===== src/rtl/adr_defines.vh =====
// constants for the serial readout of the converter
// assumes REF_CLK at 200 MHz; included by the readout modules
`ifndef ADR_DEFINES_VH
`define ADR_DEFINES_VH

// reference clock rate
`define ADR_REF_CLK_HZ 200000000
// internal conversion oscillator, typical rate
`define ADR_OSC_HZ 4000000
// reference clock cycles per oscillator tick, derived
`define ADR_OSC_DIV (`ADR_REF_CLK_HZ / `ADR_OSC_HZ)
// oscillator ticks that one internal-clock conversion takes
`define ADR_CONV_OSC_TICKS 16
// serial clock rising edges that one external-clock conversion takes
`define ADR_CONV_SCLK_EDGES 8
// serial clock limits, host side
`define ADR_SCLK_MIN_HZ 100000
`define ADR_SCLK_MAX_HZ 4800000
// frame layout: three bytes, 24 bits
`define ADR_FRAME_BITS 24
`define ADR_RESULT_BITS 14
`define ADR_BIT_CNT_W 5
`define ADR_TICK_CNT_W 6

`endif


===== src/rtl/adr_osc.v =====
// internal conversion oscillator: a gated divider of the reference clock
// assumes RUN comes from logic on the same clock; ticks stop when RUN drops
`include "adr_defines.vh"

module adr_osc (
    // clock and reset
    input wire clk,
    input wire reset_n,
    // control
    input wire run,
    // one-cycle tick at the oscillator rate
    output reg tick_ff
);

    // the count is worked out at 32 bits, then cut to the divider width
    localparam [31:0] DIV_LAST_W = `ADR_OSC_DIV - 1;
    localparam [6:0] DIV_LAST = DIV_LAST_W[6:0];

    reg [6:0] div_ff;
    reg [6:0] nxt_div;
    reg nxt_tick;

    // divider held at zero while stopped, so no stray tick on restart
    always @* begin
        nxt_div = 7'h00;
        nxt_tick = 1'b0;
        if (run) begin
            if (div_ff == DIV_LAST) begin
                nxt_tick = 1'b1;
            end else begin
                nxt_div = div_ff + 7'h01;
            end
        end
    end

    always @(posedge clk or negedge reset_n) begin
        if (!reset_n) begin
            div_ff <= 7'h00;
            tick_ff <= 1'b0;
        end else begin
            div_ff <= nxt_div;
            tick_ff <= nxt_tick;
        end
    end

endmodule


===== src/rtl/adr_top.v =====
// serial readout side of a successive-approximation converter
// assumes SCLK, CS_N and INT_CLK_MODE are pins; converter data is on REF_CLK
//
// Notes on behaviour
// - conversions timed by serial clock or internal 4 MHz oscillator, per mode.
// - data always shifts out on the external serial clock only.
// - internal mode: oscillator times acquisition and conversion, sclk shifts data.
// - external mode: internal oscillator never runs.
// - one result needs three consecutive 8-bit transfers.
// - byte one zero, byte two result MSB..bit 6, byte three bits 5..0, status.
// - output changes on falling serial edge; host samples on rising edge.
// - chip select rising mid-conversion aborts it and enters shutdown.
`include "adr_defines.vh"

module adr_top (
    // clock and reset
    input wire REF_CLK,
    input wire RESET_N,
    // serial link
    input wire SCLK,
    input wire CS_N,
    output wire DOUT,
    output wire DOUT_OE,
    // mode pin: high selects internal conversion clock
    input wire INT_CLK_MODE,
    // converter core, same clock
    input wire [13:0] CONV_RESULT,
    input wire STATUS_HI,
    input wire STATUS_LO,
    output wire CONV_ACTIVE,
    output wire CONV_DONE,
    output wire CONV_ABORT,
    output wire OSC_RUN,
    output wire POWERED
);

    // one-hot states
    localparam [3:0] ST_SHUT = 4'h1;
    localparam [3:0] ST_CONV = 4'h2;
    localparam [3:0] ST_READ = 4'h4;
    localparam [3:0] ST_DONE = 4'h8;

    // counts taken at 32 bits, then cut on purpose to the counter widths
    localparam [31:0] FRAME_LAST_W = `ADR_FRAME_BITS - 1;
    localparam [31:0] OSC_TICKS_W = `ADR_CONV_OSC_TICKS;
    localparam [31:0] SCLK_EDGES_W = `ADR_CONV_SCLK_EDGES;
    localparam [4:0] FRAME_LAST = FRAME_LAST_W[4:0];
    localparam [5:0] OSC_TICKS = OSC_TICKS_W[5:0];
    localparam [5:0] SCLK_EDGES = SCLK_EDGES_W[5:0];

    // picks the frame bit for a given count of falling edges
    function frame_bit;
        input [23:0] frame;
        input [4:0] cnt;
        begin
            if (cnt > FRAME_LAST) begin
                frame_bit = 1'b0;
            end else begin
                frame_bit = frame[FRAME_LAST - cnt];
            end
        end
    endfunction

    // two-flop synchronisers; the first stages are read only by the second
    reg sclk_m_ff, sclk_s_ff, sclk_d_ff;
    reg cs_m_ff, cs_s_ff;
    reg mode_m_ff, mode_s_ff;

    always @(posedge REF_CLK or negedge RESET_N) begin
        if (!RESET_N) begin
            sclk_m_ff <= 1'b0;
            sclk_s_ff <= 1'b0;
            sclk_d_ff <= 1'b0;
            cs_m_ff <= 1'b1;
            cs_s_ff <= 1'b1;
            mode_m_ff <= 1'b0;
            mode_s_ff <= 1'b0;
        end else begin
            sclk_m_ff <= SCLK;
            sclk_s_ff <= sclk_m_ff;
            sclk_d_ff <= sclk_s_ff;
            cs_m_ff <= CS_N;
            cs_s_ff <= cs_m_ff;
            mode_m_ff <= INT_CLK_MODE;
            mode_s_ff <= mode_m_ff;
        end
    end

    // edges three cycles behind the pin, so each clock phase needs three cycles
    wire sclk_rise = sclk_s_ff & ~sclk_d_ff;
    wire sclk_fall = ~sclk_s_ff & sclk_d_ff;
    wire selected = ~cs_s_ff;

    // frame state, counters and registered outputs
    reg [3:0] state_ff, nxt_state;
    reg int_mode_ff, nxt_int_mode;
    reg [5:0] tick_cnt_ff, nxt_tick_cnt;
    reg [4:0] bit_cnt_ff, nxt_bit_cnt;
    reg [23:0] frame_ff, nxt_frame;
    reg dout_ff, nxt_dout;
    reg done_ff, nxt_done;
    reg abort_ff, nxt_abort;
    wire osc_tick;

    // oscillator only runs in internal mode during a conversion
    wire osc_run = (state_ff == ST_CONV) & int_mode_ff;

    adr_osc u_osc (
        .clk(REF_CLK),
        .reset_n(RESET_N),
        .run(osc_run),
        .tick_ff(osc_tick)
    );

    // frame control and output shifting
    always @* begin
        nxt_state = state_ff;
        nxt_int_mode = int_mode_ff;
        nxt_tick_cnt = tick_cnt_ff;
        nxt_bit_cnt = bit_cnt_ff;
        nxt_frame = frame_ff;
        nxt_dout = dout_ff;
        nxt_done = 1'b0;
        nxt_abort = 1'b0;
        // output moves only on falling serial edges, in any active state
        if (selected && (state_ff != ST_SHUT) && sclk_fall) begin
            nxt_dout = frame_bit(frame_ff, bit_cnt_ff + 5'h01);
            if (bit_cnt_ff <= FRAME_LAST) begin
                nxt_bit_cnt = bit_cnt_ff + 5'h01;
            end
        end
        case (state_ff)
            ST_SHUT: begin
                nxt_dout = 1'b0;
                if (selected) begin
                    // mode is caught once per frame so it cannot change mid-conversion
                    nxt_int_mode = mode_s_ff;
                    nxt_tick_cnt = 6'h00;
                    nxt_bit_cnt = 5'h00;
                    nxt_frame = 24'h000000;
                    nxt_state = ST_CONV;
                end
            end
            ST_CONV: begin
                if (!selected) begin
                    // the half-done result is dropped; nothing is latched
                    nxt_abort = 1'b1;
                    nxt_state = ST_SHUT;
                end else if ((int_mode_ff && osc_tick) || (!int_mode_ff && sclk_rise)) begin
                    nxt_tick_cnt = tick_cnt_ff + 6'h01;
                    if ((int_mode_ff && (tick_cnt_ff == OSC_TICKS - 6'h01)) ||
                        (!int_mode_ff && (tick_cnt_ff == SCLK_EDGES - 6'h01))) begin
                        // zero byte, result, then the two status bits
                        nxt_frame = {8'h00, CONV_RESULT, STATUS_HI, STATUS_LO};
                        nxt_done = 1'b1;
                        nxt_state = ST_READ;
                    end
                end
            end
            ST_READ: begin
                if (!selected) begin
                    nxt_state = ST_SHUT;
                end else if (bit_cnt_ff > FRAME_LAST) begin
                    // the last falling edge of the frame has gone by
                    nxt_state = ST_DONE;
                end
            end
            ST_DONE: begin
                // extra clocks shift zeros until chip select rises
                nxt_dout = 1'b0;
                if (!selected) begin
                    nxt_state = ST_SHUT;
                end
            end
            default: begin
                nxt_state = ST_SHUT;
            end
        endcase
        // chip select high always returns the link to shutdown
        if (!selected) begin
            nxt_dout = 1'b0;
        end
    end

    always @(posedge REF_CLK or negedge RESET_N) begin
        if (!RESET_N) begin
            state_ff <= ST_SHUT;
            int_mode_ff <= 1'b0;
            tick_cnt_ff <= 6'h00;
            bit_cnt_ff <= 5'h00;
            frame_ff <= 24'h000000;
            dout_ff <= 1'b0;
            done_ff <= 1'b0;
            abort_ff <= 1'b0;
        end else begin
            state_ff <= nxt_state;
            int_mode_ff <= nxt_int_mode;
            tick_cnt_ff <= nxt_tick_cnt;
            bit_cnt_ff <= nxt_bit_cnt;
            frame_ff <= nxt_frame;
            dout_ff <= nxt_dout;
            done_ff <= nxt_done;
            abort_ff <= nxt_abort;
        end
    end

    // outputs; status levels decode the state register directly
    assign DOUT = dout_ff;
    assign DOUT_OE = selected & (state_ff != ST_SHUT); // driven only while powered
    assign CONV_ACTIVE = (state_ff == ST_CONV);
    assign CONV_DONE = done_ff;
    assign CONV_ABORT = abort_ff;
    assign OSC_RUN = osc_run;
    assign POWERED = (state_ff != ST_SHUT);

endmodule


===== config.mk =====
export PLATFORM = sky130hd
export DESIGN_NAME = adr_top
export DESIGN_NICKNAME = d
export VERILOG_FILES = /design/src/rtl/adr_osc.v /design/src/rtl/adr_top.v
export VERILOG_INCLUDE_DIRS = /design/src /design/src/rtl
export SDC_FILE = /design/constraint.sdc
export NUM_CORES = 1
export LEC_CHECK = 0
export BUFFER_PORTS_ARGS = -buffer_cell sky130_fd_sc_hd__buf_2
export CAP_MARGIN = 30
export CELL_PAD_IN_SITES_DETAIL_PLACEMENT = 0
export CELL_PAD_IN_SITES_GLOBAL_PLACEMENT = 2
export CORE_UTILIZATION = 40
export CTS_CLUSTER_SIZE = 30
export DETAILED_ROUTE_END_ITERATION = 8
export GPL_TIMING_DRIVEN = 0
export PLACE_DENSITY_LB_ADDON = 0.1
export SYNTH_ARGS = -nofsm -noshare
export SYNTH_HDL_FRONTEND = slang
export SYNTH_SLANG_ARGS = --single-unit

===== constraint.sdc =====
create_clock -name REF_CLK -period 3.2 [get_ports REF_CLK]
set_input_delay 0.64 -clock REF_CLK [delete_from_list [all_inputs] [get_ports REF_CLK]]
set_output_delay 0.64 -clock REF_CLK [all_outputs]
set_load 0.01 [all_outputs]

==> impl_metrics.py <==
metrics = {
    "sta": {
        "skew_ns": 0.00642,
        "rsz0062_at_grt": "no",
        "setup_viol": 0,
        "timing.hold.ws_ns": 0.247,
        "post-route-period-util_pct": 89.9,
        "hold_viol": 0,
        "relSlewSlack_pct": 51.8,
        "fmax_mhz": 348,
        "slew_viol_final": 0,
        "fin_crit_ns": 2.88,
        "tightest_slew_ns": 0.716,
        "fin_tns_setup_ns": 0,
    },
    "global_route": {
        "grt_antenna_before_repair": 0,
        "grt_pass1_wl_um": 8420,
        "grt_usage_pct": 17.2,
        "grt_max_degree": 37,
        "grt-ovfl-total": 0,
        "grt_pass1_vias": 1714,
    },
    "drt": {
        "drt_iter0_markers": 69,
        "via_per_inst": 5.08,
        "via_count": 1768,
        "dr.pass1.iters": 4,
        "drc_errors": 0,
        "drtAntennaViolNets": 0,
        "wl_per_cell_um": 14.2,
        "finalWirelength_um": 4930,
    },
    "cells_and_area": {
        "fin_nets": 298,
        "seq_area_um2": 1250,
        "antennaDiodeCount": 0,
        "fill_cells": 610,
        "area_growth_pct": 14.3,
        "drive_above_1_share_pct": 18.3,
        "multi_input_area_um2": 1090,
        "mostFrequentLayoutCell": "dfrtp_1",
        "final_cell_mix": "dfrtp_1 (47), nand2_1 (31), buf_2 (28)",
    },
    "synthesis": {
        "synth_top_cell_by_area": "dfrtp_1",
        "synth_area_um2": 2490,
        "synth_cell_types": 46,
        "synth_ff_type": "dfrtp_1",
        "syn_nets": 263,
        "synth.area.top_cells": "dfrtp_1 (47%), mux2i_1 (8.1%), nand2_1 (4.7%)",
        "syn_area_per_cell_um2": 10.5,
        "ys_seq_area_share_pct": 50.5,
        "ys_async_sr_fraction_pct": 100,
        "yosysWarnings": 0,
        "synth_edf_count": 0,
        "netlist_instances": 237,
        "synth_top_area_share_pct": 47.3,
        "synth_seq_cells": 50,
    },
    "worst_setup_path": {
        "rrSetupSlack_ns": 0.98,
        "crit_path_max_incr_delay_ns": 0.45,
        "cp_common_cell": "clkbuf_1",
        "path_class": "flop to output port",
        "startpoint_type": "flop",
        "cp-end-kind": "output port",
        "crit_path_max_fanout": 10,
        "worstPathArrival_ns": 2.24,
        "required_ns": 2.56,
        "path_cells": "clkbuf_1, nor4b_1, clkbuf_1, clkbuf_2, buf_2",
        "critPathSlowestCell": "clkbuf_1",
    },
    "cts": {
        "clk_latency_ns": 0.30,
        "cts_resized": 0,
        "cts_max_path_buffers": 2,
        "htreeDepth": 2,
        "post_cts_buffers": 0,
        "clk_pin_slew_ns": 0.09,
        "cts_tree": "built",
        "cts_hold_buf": 0,
        "clock_sinks": 50,
        "cts_buffers": 5,
        "cts_root_buffer": "clkbuf_8",
    },
    "placement": {
        "gp_congestion": 0.723,
        "place_hpwl_um": 3530,
        "numPortBuffers": 27,
    },
    "hold_path": {
        "min_path_type": "primary input to async pin",
    },
    "floorplanning": {
        "coreArea_um2": 5960,
        "chipHeight_um": 80.8,
        "die_width_um": 80.8,
        "die-area_um2": 6530,
        "std_cell_rows": 28,
        "io_pins": 28,
        "start_util_pct": 41.7,
    },
    "power_and_ir_drop": {
        "power_leakage_nw": 1.28,
        "peakVddDrop_uv": 245,
        "powerDensity_nw_per_um2": 548,
    },
    "run": {
        "cap_viol_max_count": 0,
    },
    "run_status": {
        "status": "complete, no violations",
    },
}
-- routing by layer --
layer / global-route usage [%] / vias to the layer above / wire length, µm
met3: 3.71 / 6 / 147
met5: 0 / - / 0
met4: 6.96 / 0 / 73
met2: 26.0 / 25 / 2210
met1: 24.0 / 849 / 2500
li1: - / 888 / -
-- sequential cells by signal (all words and copies together), names as in the netlist, named ones only --
signal         count
CONV_ABORT         1
CONV_DONE          1
DOUT               1
bit_cnt_ff         4
cs_m_ff            1
cs_s_ff            1
frame_ff          16
int_mode_ff        1
mode_m_ff          1
mode_s_ff          1
sclk_d_ff          1
sclk_m_ff          1
sclk_s_ff          1
state_ff           4
tick_cnt_ff        6
u_osc.div_ff       7
u_osc.tick_ff      1
-- power breakdown --
group	internal (mW)	switching (mW)	leakage, nW
combinational	0.166	0.222	0.556
clock	0.234	0.205	0.0524
sequential	0.692	0.0406	0.669
total	1.09	0.468	1.28
-- cell families after synthesis --
| kind of cell | synth area share, % |
|---|---|
| multiplexers | 11.7 |
| buffers and inverters | 5.59 |
| adder cells (fa/ha/maj) | 2.52 |
| AND/OR/NAND/NOR | 18.5 |
| AO/OA/AOI/OAI | 7.70 |
| flip-flops | 50.5 |
| XOR/XNOR | 3.52 |
-- metrics by stage --
step	cell area, µm²	total power [mW]	cells	utilization [%]	setup slack (ns)
detailed placement	2740	1.14	340	45.9	0.453
global route	2840	1.65	348	47.7	0.0826
finish	2840	1.56	348	47.7	0.323
global placement	2720	1.14	339	45.6	0.428
floorplan	2490	1.02	237	-	1.11
CTS	2840	1.59	348	47.7	0.0955
-- Yosys cell counts (4+ instances only) --
cell      number
nor2_1        18
inv_1         23
nand2b_1       5
a21oi_1        4
nor3_1         4
ha_1           5
clkbuf_1       6
mux2i_1       20
nand3_1       11
dfrtp_1       47
o21ai_0        7
xnor2_1        5
xor2_1         5
nand2_1       31
mux4_2         4
-- critical path, delay by kind of cell, from the launching register on --
family        cells  cell delay, ns
simple gates      1            0.36
buf+inv           4            1.20
flops             1            0.37
-- final cells by class --
cell class / instances / share of cell area (%)
sequential: 50 / 44.1
multi-input combinational: 155 / 38.4
timing repair buffer: 28 / 5.46
tap: 75 / 3.30
inverter: 23 / 3.04
clock buffer: 7 / 2.68
buffer: 9 / 1.89
clock inverter: 1 / 1.06
-- worst paths after layout --
check,end,cells after the start,start
max,CONV_ACTIVE,5,state_ff[2]$_DFFE_PN0P_
min reg2reg,mode_s_ff$_DFF_PN0_,0,mode_m_ff$_DFF_PN0_
min,tick_cnt_ff[2]$_DFFE_PN0P_,1,RESET_N
min in group REF_CLK,mode_s_ff$_DFF_PN0_,0,mode_m_ff$_DFF_PN0_
max in group asynchronous,cs_m_ff$_DFF_PN1_,2,RESET_N
max reg2reg,frame_ff[15]$_DFFE_PN0P_,5,int_mode_ff$_DFFE_PN0P_
Note: power is estimated with default switching activity, not from simulation.
